`config.mk`:
```
export PLATFORM = sky130hd
export DESIGN_NAME = pmx_port_efg
export DESIGN_NICKNAME = d
export VERILOG_FILES = /design/src/common/pmx_pkg.sv /design/src/verilog/pmx_sync2.sv /design/src/verilog/pmx_pin_ovr.sv /design/src/verilog/pmx_port_efg.sv
export VERILOG_INCLUDE_DIRS = /design/src /design/src/common
export SDC_FILE = /design/constraint.sdc
export NUM_CORES = 1
export LEC_CHECK = 0
export BUFFER_PORTS_ARGS = -buffer_cell sky130_fd_sc_hd__buf_4
export CAP_MARGIN = 20
export CORE_AREA = 2 2 77 79
export CTS_CLUSTER_DIAMETER = 40
export CTS_CLUSTER_SIZE = 14
export DETAILED_ROUTE_END_ITERATION = 8
export DIE_AREA = 0 0 79 81
export MAX_ROUTING_LAYER = met4
export PLACE_DENSITY = 0.79
export SYNTH_ARGS = -nofsm -noshare
export SYNTH_HDL_FRONTEND = slang
export SYNTH_SLANG_ARGS = --single-unit
```
`constraint.sdc`:
```
create_clock -name sys_clk -period 0.8 [get_ports sys_clk]
set_input_delay 0.08 -clock sys_clk [delete_from_list [all_inputs] [get_ports sys_clk]]
set_output_delay 0.08 -clock sys_clk [all_outputs]
set_load 0.01 [all_outputs]
```
`src/common/pmx_consts.svh`:
```
`ifndef PMX_CONSTS_SVH
`define PMX_CONSTS_SVH
`define PMX_BIT0      0
`define PMX_BIT1      1
`define PMX_BIT2      2
`define PMX_BIT3      3
`define PMX_BIT4      4
`define PMX_BIT5      5
`define PMX_BIT6      6
`define PMX_BIT7      7
`define PMX_OFF       1'h0
`define PMX_ON        1'h1
`define PMX_PORT_RST  8'h00
`define PMX_GPORT_RST 6'h00
`define PMX_JTAG_PU   8'hb0
`endif

```
`src/common/pmx_pkg.sv`:
```
package pmx_pkg;
	typedef logic [7:0] pmx_byte_t;
	typedef enum logic [2:0]
	{
		PMX_SHIFT_NONE = 3'h1,
		PMX_SHIFT_IR   = 3'h2,
		PMX_SHIFT_DR   = 3'h4
	} pmx_shift_t;
endpackage : pmx_pkg

```
`src/verilog/pmx_sync2.sv`:
```
`timescale 1ns/10ps
`include "pmx_consts.svh"
module pmx_sync2
(
	input  wire logic sys_clk,
	input  wire logic rst,
	input  wire logic async_in,
	output logic      sync_out
);
	logic meta_ff;
	logic sync_ff;
	always_ff @(posedge sys_clk)
	begin
		if (rst)
		begin
			meta_ff <= `PMX_OFF;
			sync_ff <= `PMX_OFF;
		end
		else
		begin
			meta_ff <= async_in;
			sync_ff <= meta_ff;
		end
	end
	assign sync_out = sync_ff;
endmodule : pmx_sync2

```
`src/verilog/pmx_pin_ovr.sv`:
```
`timescale 1ns/10ps
`include "pmx_consts.svh"
module pmx_pin_ovr
(
	input  wire logic pullup_global_disable,
	input  wire logic reg_dir,
	input  wire logic reg_out,
	input  wire logic pullup_override_en,
	input  wire logic pullup_override_val,
	input  wire logic dir_override_en,
	input  wire logic dir_override_val,
	input  wire logic value_override_en,
	input  wire logic value_override_val,
	input  wire logic din_override_en,
	input  wire logic din_override_val,
	input  wire logic sleep_din_off,
	output logic      pin_pullup,
	output logic      pin_oe,
	output logic      pin_out,
	output logic      pin_din_en
);
	wire reg_pullup;
	wire def_din;
	// register path: pull-up only on an input with a one written
	assign reg_pullup = reg_out & ~reg_dir & ~pullup_global_disable;
	assign def_din    = ~sleep_din_off;
	assign pin_pullup = pullup_override_en ? pullup_override_val : reg_pullup;
	assign pin_oe     = dir_override_en ? dir_override_val : reg_dir;
	assign pin_out    = value_override_en ? value_override_val : reg_out;
	assign pin_din_en = din_override_en ? din_override_val : def_din;
endmodule : pmx_pin_ovr

```
`src/verilog/pmx_port_efg.sv`:
```
`timescale 1ns/10ps
`include "pmx_consts.svh"
// Overview of operation
// receiver enable forces pin e0 input
// e0 pull-up follows out bit unless disabled
// e0 input on with mask and group
// e0 carries programming data in (small package)
// ext irqs force input; e5/e4 compare outputs
// e1 transmit output, e2 clock output
// software keeps port f outputs still converting
// jtag pull-ups on f7 f5 f4 survive reset
// jtag frees f7..f4: input, din off
// f6 drives only in shift states
// f7 feeds test data in
// f5 steers tap state machine
// tap runs on test clock
// async timer makes g4 oscillator input
// async timer makes g3 oscillator output; code does so only with rtc_ext_clk_sel low
// software sets g5 direction for compare
// g2 carries address latch strobe
// g1 carries read strobe
// ext memory forces g2..g0 output strobes
// override enable selects override value
module pmx_port_efg
(
	input  wire logic             sys_clk,
	input  wire logic             rst,
	input  wire logic             pullup_global_disable,
	input  wire logic             sleep_din_off,
	input  wire logic             small_package,
	input  wire pmx_pkg::pmx_byte_t porte_dir,
	input  wire pmx_pkg::pmx_byte_t porte_out,
	input  wire pmx_pkg::pmx_byte_t portf_dir,
	input  wire pmx_pkg::pmx_byte_t portf_out,
	input  wire logic [5:0]       portg_dir,
	input  wire logic [5:0]       portg_out,
	input  wire logic             uart0_rx_en,
	input  wire logic             uart0_tx_en,
	input  wire logic             uart0_tx_line,
	input  wire logic             uart0_clk_oe,
	input  wire logic             uart0_ext_clk,
	input  wire logic             pin_change_mask8,
	input  wire logic             pin_change_group1_en,
	input  wire logic [3:0]       ext_irq_en,
	input  wire logic             timer3_cmp_c_en,
	input  wire logic             timer3_cmp_c_out,
	input  wire logic             timer3_cmp_b_en,
	input  wire logic             timer3_cmp_b_out,
	input  wire logic             jtag_port_enable,
	input  wire pmx_pkg::pmx_shift_t tap_shift_state,
	input  wire logic             tap_data_out,
	input  wire logic             timer2_async_sel,
	input  wire logic             rtc_ext_clk_sel,
	input  wire logic             timer0_cmp_b_en,
	input  wire logic             timer0_cmp_b_out,
	input  wire logic             xmem_enable,
	input  wire logic             addr_latch_strobe,
	input  wire logic             xmem_rd_strobe,
	input  wire logic             xmem_wr_strobe,
	input  wire pmx_pkg::pmx_byte_t porte_pin_in,
	input  wire pmx_pkg::pmx_byte_t portf_pin_in,
	input  wire logic [5:0]       portg_pin_in,
	output pmx_pkg::pmx_byte_t    porte_pullup,
	output pmx_pkg::pmx_byte_t    porte_oe,
	output pmx_pkg::pmx_byte_t    porte_o,
	output pmx_pkg::pmx_byte_t    porte_din,
	output pmx_pkg::pmx_byte_t    portf_pullup,
	output pmx_pkg::pmx_byte_t    portf_oe,
	output pmx_pkg::pmx_byte_t    portf_o,
	output pmx_pkg::pmx_byte_t    portf_din,
	output logic [5:0]            portg_pullup,
	output logic [5:0]            portg_oe,
	output logic [5:0]            portg_o,
	output logic [5:0]            portg_din,
	output logic                  uart0_rx_line,
	output logic                  serial_prog_data_in,
	output logic                  pin_change_src8,
	output logic [3:0]            ext_irq_in,
	output logic                  tap_data_in,
	output logic                  tap_mode_sel,
	output logic                  tap_clk,
	output logic                  rtc_osc_in_sel,
	output logic                  rtc_osc_out_sel
);
	// per-pin override bundles: pullup/dir/value/din enables and values
	logic [7:0] e_pullup_override_en, e_puov, e_dir_override_en, e_ddov, e_value_override_en, e_pvov, e_din_override_en, e_dieov;
	logic [7:0] f_pullup_override_en, f_puov, f_dir_override_en, f_ddov, f_value_override_en, f_pvov, f_din_override_en, f_dieov;
	logic [5:0] g_pullup_override_en, g_puov, g_dir_override_en, g_ddov, g_value_override_en, g_pvov, g_din_override_en, g_dieov;
	logic [7:0] e_din_raw;
	logic [7:0] f_din_raw;
	logic [5:0] g_din_raw;
	logic [7:0] e_sync;
	logic [7:0] f_sync;
	logic [5:0] g_sync;
	wire        shift_out_state;
	wire        e0_pu_val;
	wire        osc_pair;

	// any state other than a shift leaves the data-out pin floating
	assign shift_out_state = (tap_shift_state == pmx_pkg::PMX_SHIFT_IR)
		| (tap_shift_state == pmx_pkg::PMX_SHIFT_DR);
	assign e0_pu_val = porte_out[`PMX_BIT0] & ~pullup_global_disable;
	// a crystal needs both pins; an external clock on g4 leaves g3 to the port
	assign osc_pair  = timer2_async_sel & ~rtc_ext_clk_sel;

	// port e
	always_comb
	begin
		e_pullup_override_en  = `PMX_PORT_RST;
		e_puov  = `PMX_PORT_RST;
		e_dir_override_en  = `PMX_PORT_RST;
		e_ddov  = `PMX_PORT_RST;
		e_value_override_en  = `PMX_PORT_RST;
		e_pvov  = `PMX_PORT_RST;
		e_din_override_en = `PMX_PORT_RST;
		e_dieov = `PMX_PORT_RST;
		e_pullup_override_en[`PMX_BIT0] = uart0_rx_en;
		e_puov[`PMX_BIT0] = e0_pu_val;
		e_dir_override_en[`PMX_BIT0] = uart0_rx_en;
		e_din_override_en[`PMX_BIT0] = pin_change_mask8 & pin_change_group1_en;
		e_dieov[`PMX_BIT0] = `PMX_ON;
		e_pullup_override_en[`PMX_BIT1] = uart0_tx_en;
		e_dir_override_en[`PMX_BIT1] = uart0_tx_en;
		e_ddov[`PMX_BIT1] = `PMX_ON;
		e_value_override_en[`PMX_BIT1] = uart0_tx_en;
		e_pvov[`PMX_BIT1] = uart0_tx_line;
		e_dir_override_en[`PMX_BIT2] = uart0_clk_oe;
		e_ddov[`PMX_BIT2] = `PMX_ON;
		e_value_override_en[`PMX_BIT2] = uart0_clk_oe;
		e_pvov[`PMX_BIT2] = uart0_ext_clk;
		e_value_override_en[`PMX_BIT4] = timer3_cmp_b_en;
		e_pvov[`PMX_BIT4] = timer3_cmp_b_out;
		e_value_override_en[`PMX_BIT5] = timer3_cmp_c_en;
		e_pvov[`PMX_BIT5] = timer3_cmp_c_out;
		// enabled interrupt inputs stay readable even with din off in sleep
		e_din_override_en[`PMX_BIT7:`PMX_BIT4] = ext_irq_en;
		e_dieov[`PMX_BIT7:`PMX_BIT4] = {4{`PMX_ON}};
	end

	// port f: upper nibble goes to the test port
	always_comb
	begin
		f_pullup_override_en  = `PMX_PORT_RST;
		f_puov  = `PMX_PORT_RST;
		f_dir_override_en  = `PMX_PORT_RST;
		f_ddov  = `PMX_PORT_RST;
		f_value_override_en  = `PMX_PORT_RST;
		f_pvov  = `PMX_PORT_RST;
		f_din_override_en = `PMX_PORT_RST;
		f_dieov = `PMX_PORT_RST;
		f_pullup_override_en[`PMX_BIT7:`PMX_BIT4]  = {4{jtag_port_enable}};
		// pull-ups are pure logic of the enable, so rst cannot drop them
		f_puov  = `PMX_JTAG_PU;
		f_dir_override_en[`PMX_BIT7:`PMX_BIT4]  = {4{jtag_port_enable}};
		f_ddov[`PMX_BIT6] = shift_out_state;
		f_value_override_en[`PMX_BIT6] = jtag_port_enable;
		f_pvov[`PMX_BIT6] = tap_data_out;
		f_din_override_en[`PMX_BIT7:`PMX_BIT4] = {4{jtag_port_enable}};
	end

	// port g
	always_comb
	begin
		g_pullup_override_en  = `PMX_GPORT_RST;
		g_puov  = `PMX_GPORT_RST;
		g_dir_override_en  = `PMX_GPORT_RST;
		g_ddov  = `PMX_GPORT_RST;
		g_value_override_en  = `PMX_GPORT_RST;
		g_pvov  = `PMX_GPORT_RST;
		g_din_override_en = `PMX_GPORT_RST;
		g_dieov = `PMX_GPORT_RST;
		// g5 takes the compare value only; its direction stays with software
		g_value_override_en[`PMX_BIT5] = timer0_cmp_b_en;
		g_pvov[`PMX_BIT5] = timer0_cmp_b_out;
		g_pullup_override_en[`PMX_BIT4] = timer2_async_sel;
		g_dir_override_en[`PMX_BIT4] = timer2_async_sel;
		g_din_override_en[`PMX_BIT4] = timer2_async_sel;
		g_dieov[`PMX_BIT4] = rtc_ext_clk_sel;
		// g3 only drives the crystal, so its din is cut to save power
		g_pullup_override_en[`PMX_BIT3] = osc_pair;
		g_dir_override_en[`PMX_BIT3] = osc_pair;
		g_din_override_en[`PMX_BIT3] = osc_pair;
		g_pullup_override_en[`PMX_BIT2:`PMX_BIT0] = {3{xmem_enable}};
		g_dir_override_en[`PMX_BIT2:`PMX_BIT0] = {3{xmem_enable}};
		g_ddov[`PMX_BIT2:`PMX_BIT0] = {3{`PMX_ON}};
		g_value_override_en[`PMX_BIT2:`PMX_BIT0] = {3{xmem_enable}};
		g_pvov[`PMX_BIT2] = addr_latch_strobe;
		g_pvov[`PMX_BIT1] = xmem_rd_strobe;
		g_pvov[`PMX_BIT0] = xmem_wr_strobe;
	end

	// every pin passes two flops; core logic reads test pins f7, f5 and f4 straight from the pin
	genvar i;
	generate
		for (i = 0; i < 8; i++)
		begin : g_e
			pmx_pin_ovr u_e
			(
				.pullup_global_disable (pullup_global_disable),
				.reg_dir               (porte_dir[i]),
				.reg_out               (porte_out[i]),
				.pullup_override_en    (e_pullup_override_en[i]),
				.pullup_override_val   (e_puov[i]),
				.dir_override_en       (e_dir_override_en[i]),
				.dir_override_val      (e_ddov[i]),
				.value_override_en     (e_value_override_en[i]),
				.value_override_val    (e_pvov[i]),
				.din_override_en       (e_din_override_en[i]),
				.din_override_val      (e_dieov[i]),
				.sleep_din_off         (sleep_din_off),
				.pin_pullup            (porte_pullup[i]),
				.pin_oe                (porte_oe[i]),
				.pin_out               (porte_o[i]),
				.pin_din_en            (e_din_raw[i])
			);
			pmx_sync2 u_es
			(
				.sys_clk  (sys_clk),
				.rst      (rst),
				.async_in (porte_pin_in[i]),
				.sync_out (e_sync[i])
			);
			pmx_pin_ovr u_f
			(
				.pullup_global_disable (pullup_global_disable),
				.reg_dir               (portf_dir[i]),
				.reg_out               (portf_out[i]),
				.pullup_override_en    (f_pullup_override_en[i]),
				.pullup_override_val   (f_puov[i]),
				.dir_override_en       (f_dir_override_en[i]),
				.dir_override_val      (f_ddov[i]),
				.value_override_en     (f_value_override_en[i]),
				.value_override_val    (f_pvov[i]),
				.din_override_en       (f_din_override_en[i]),
				.din_override_val      (f_dieov[i]),
				.sleep_din_off         (sleep_din_off),
				.pin_pullup            (portf_pullup[i]),
				.pin_oe                (portf_oe[i]),
				.pin_out               (portf_o[i]),
				.pin_din_en            (f_din_raw[i])
			);
			pmx_sync2 u_fs
			(
				.sys_clk  (sys_clk),
				.rst      (rst),
				.async_in (portf_pin_in[i]),
				.sync_out (f_sync[i])
			);
		end
		for (i = 0; i < 6; i++)
		begin : g_g
			pmx_pin_ovr u_g
			(
				.pullup_global_disable (pullup_global_disable),
				.reg_dir               (portg_dir[i]),
				.reg_out               (portg_out[i]),
				.pullup_override_en    (g_pullup_override_en[i]),
				.pullup_override_val   (g_puov[i]),
				.dir_override_en       (g_dir_override_en[i]),
				.dir_override_val      (g_ddov[i]),
				.value_override_en     (g_value_override_en[i]),
				.value_override_val    (g_pvov[i]),
				.din_override_en       (g_din_override_en[i]),
				.din_override_val      (g_dieov[i]),
				.sleep_din_off         (sleep_din_off),
				.pin_pullup            (portg_pullup[i]),
				.pin_oe                (portg_oe[i]),
				.pin_out               (portg_o[i]),
				.pin_din_en            (g_din_raw[i])
			);
			pmx_sync2 u_gs
			(
				.sys_clk  (sys_clk),
				.rst      (rst),
				.async_in (portg_pin_in[i]),
				.sync_out (g_sync[i])
			);
		end
	endgenerate

	// din enables leave unregistered so the port block can gate its readback
	assign porte_din = e_din_raw;
	assign portf_din = f_din_raw;
	assign portg_din = g_din_raw;

	// synchronised pin values gated by the digital input enable
	assign uart0_rx_line       = e_sync[`PMX_BIT0] & e_din_raw[`PMX_BIT0];
	// programming data skips the din gate: it is used while the core is held
	assign serial_prog_data_in = small_package & e_sync[`PMX_BIT0];
	assign pin_change_src8     = e_sync[`PMX_BIT0] & e_din_raw[`PMX_BIT0];
	assign ext_irq_in          = e_sync[`PMX_BIT7:`PMX_BIT4] & e_din_raw[`PMX_BIT7:`PMX_BIT4];
	// test pins bypass the din gate; the tap itself runs on its own clock pin
	assign tap_data_in  = jtag_port_enable & portf_pin_in[`PMX_BIT7];
	assign tap_mode_sel = jtag_port_enable & portf_pin_in[`PMX_BIT5];
	assign tap_clk      = jtag_port_enable & portf_pin_in[`PMX_BIT4];
	// oscillator pins are handed over whole; the analog path needs no sync
	assign rtc_osc_in_sel  = timer2_async_sel;
	assign rtc_osc_out_sel = osc_pair;
	// f_sync and g_sync feed nothing here but unused_sync; g5 needs portg_dir set
	wire unused_sync;
	assign unused_sync = ^{f_sync, g_sync};
endmodule : pmx_port_efg

```
==> summary.txt <==
Status
  – Status: finished with violations
  – Failing checks: setup timing

CTS
  – Clock buffer depth: 2
  – Hold Buf Count CTS: 0
  – Clk sinks: 10
  – Reg clk slew, reported paths: 0.05 ns
  – Clock Latency Late Sink: 0.23 ns
  – Total CTS buffers: 3
  – H-tree Lvls: 1
  – CTS tree: built
  – Root Buffer: clkbuf_8

Yosys
  – Count of cell types in the netlist: 21
  – YS warnings: 0
  – Mapped Area: 1520 um2
  – Syn avg cell area: 8.13 um2
  – XOR/XNOR Fraction of Synth Area: 0.576%
  – Seq cells post-synth: 10
  – Synth Area in Adders: 0%
  – Mux share of post-synthesis cell area: 5.93%
  – Largest family of logic cells by synthesized area: buffers and inverters
  – Sequential area share after synthesis: 13.2%
  – Syn Inst Count: 187
  – Post-synthesis compound-gate area fraction: 1.73%
  – Synth Net Count: 286
  – Simple-gate area share of the yosys netlist: 30.8%

Power
  – Clk network pwr share: 25.9%
  – VDD IR-drop max: 0.000988 V
  – Combinational fraction of design power: 51.7%
  – Switching Share: 27.7%
  – Power Dens Cells: 935 nW/um2
  – Pint: 0.00171 W
  – Seq pwr share: 22.4%
  – Psw: 0.000656 W
  – Leakage power: 1.29 nW

Critical path
  – Crit path DAT: 0.85 ns
  – Max FO, Critical Path: 2
  – Startpoint Class: register
  – WP data required: 0.72 ns
  – Kind of critical path: register to primary output
  – Critical path capture point type: primary output

Global route
  – Initial antenna violation count: 0
  – Largest net degree at the start of global routing: 15
  – Gr usage total: 11.2%
  – Congestion Overflow GR: 0
  – First-pass GRT wire length: 5.78 mm
  – Vias in the first global route: 1273

Placement
  – Port bufs: 184
  – Worst slack at placement: -0.0664 ns
  – Hpwl dp: 3.52 mm
  – RePlAce Congestion: 0.707

Routing
  – Met2 WL: 2.45 mm
  – Met3 Routed Length: 453 um
  – Vias per cell: 4.00
  – Vias: 1435
  – M1 WL: 1.39 mm
  – Wire length per cell: 12.1 um
  – Initial drt markers: 10
  – DRC: 0
  – TritonRoute pass-1 iters: 4
  – WL final: 4.36 mm
  – Antenna-violating nets left: 0
  – Highest Signal Layer: met4

STA
  – Fmax: 1080 MHz
  – Final Worst Setup Slack: -0.128 ns
  – Final Max Tran Viols: 0
  – Setup TNS: -0.523 ns
  – Slew margin rel.: 84.7%
  – Layout Skew: 0.0000782 ns
  – Worst Tran Pin Value: 0.228 ns
  – Final critical-path required period: 0.928 ns
  – Unrepaired setup endpoints after global routing: true
  – Final period util: 116%
  – Setup-failing EPs final: 7
  – Hold Vio Cnt, Final: 0

Finish
  – N_diodes: 0
  – Fin nets: 384
  – Commonest cells after routing, fill and taps aside: buf_4, nor2b_1, buf_6
  – Final core occ: 44.6%
  – Share of post-route cells with drive strength above 1: 82.0%
  – Synth-to-layout area growth: 66.3%
  – Commonest non-fill, non-tap cell in the layout: buf_4

Floorplan
  – Core Area: 5680 um2
  – Horiz. Die Dim: 79 um
  – Die area: 6400 um2
  – Cell Rows: 28
  – Die height: 81 um
  – I/O pin total: 199
  – Initial Utilization: 26.8%

Hold path
  – Hold Path Class: input pin to register

Job
  – Max Cap Viol: 0
Yosys cell counts:
master | number | share of area [%]
or2_2 | 7 | 2.9
nor2_1 | 3 | 0.74
a21boi_0 | 1 | 0.49
nand2b_1 | 6 | 2.5
o22ai_1 | 1 | 0.41
dfxtp_1 | 10 | 13
nor3b_1 | 14 | 6.9
and2_1 | 8 | 3.3
nor2b_1 | 16 | 6.6
nand2_1 | 4 | 0.99
inv_1 | 3 | 0.74
a21o_1 | 1 | 0.49
mux2_2 | 8 | 5.9
buf_2 | 2 | 0.66
nor3_1 | 1 | 0.33
and2b_4 | 1 | 0.66
a21oi_1 | 1 | 0.33
nor4b_2 | 6 | 5.9
buf_4 | 91 | 45
xnor2_1 | 1 | 0.58
buf_6 | 2 | 1.5
per-stage QoR:
step	instance area (um2)	total power (W)	hold slack (ns)	instances
4_1_cts	2440	0.00236	0.0560	359
5_1_grt	2530	0.00250	0.0616	359
3_3_place_gp	2310	0.00167	0.292	353
6_report	2530	0.00236	0.0605	359
2_1_floorplan	1520	0.00124	0.152	187
3_5_place_dp	2310	0.00168	0.300	353
final cells by class:
| type | instances | area (um2) |
|---|---|---|
| well taps | 75 | 93.8 |
| clock buffers | 4 | 55.1 |
| fillers | 577 | 3150 |
| inverters | 3 | 15.0 |
| flip-flops and latches | 10 | 203 |
| multi-input cells | 79 | 678 |
| repair buffers | 188 | 1480 |
sequential cells by signal, summed over array words and instances, names as in the netlist:
name	count
g_e.u_es.meta_ff	5
g_e.u_es.sync_out	5
logic make-up after synthesis:
| logic type | after synthesis |
|---|---|
| AOI/OAI and AO/OA | 4 |
| muxes | 8 |
| buffers and inverters | 98 |
| and+or+nand+nor | 66 |
| DFF | 10 |
| xor gates and xnor gates | 1 |
power by group through the flow:
stage | Combinational, W | Sequential, W | Clock [W]
after floorplan | 0.000701 | 0.000535 | 0
after global placement | 0.00113 | 0.000537 | 0
after detailed placement | 0.00115 | 0.000537 | 0
after CTS | 0.00119 | 0.000529 | 0.000641
after global routing | 0.00131 | 0.000530 | 0.000660
final | 0.00122 | 0.000529 | 0.000613
worst max-delay path: stages (launching register included):
cell	delay, ns
dfxtp_2	0.32
a21boi_2	0.16
buf_4	0.14
worst paths after layout:
path                                           start                    to  slack, ns  cells after the start
worst max-delay path            g_e[0].u_es.sync_out       pin_change_src8      -0.13                      2
worst max register to register   g_e[7].u_es.meta_ff  g_e[7].u_es.sync_out       0.29                      1
worst min-delay path                 porte_pin_in[6]   g_e[6].u_es.meta_ff       0.06                      2
worst min register to register   g_e[6].u_es.meta_ff  g_e[6].u_es.sync_out       0.43                      1
per-layer routing:
metal	vias up	GRT usage, %
met4	0	3.28
met2	94	21.9
met1	636	11.1
met5	-	-
met3	6	2.44
li1	699	-
timing repair:
action | in CTS | in global routing
buffers inserted | 2 | 0
gates resized for setup | 19 | 19
gates cloned | 0 | 0
endpoints found under the setup margin | 22 | 26
pin swaps | 1 | 2
Power figures use the tool's default switching activity.
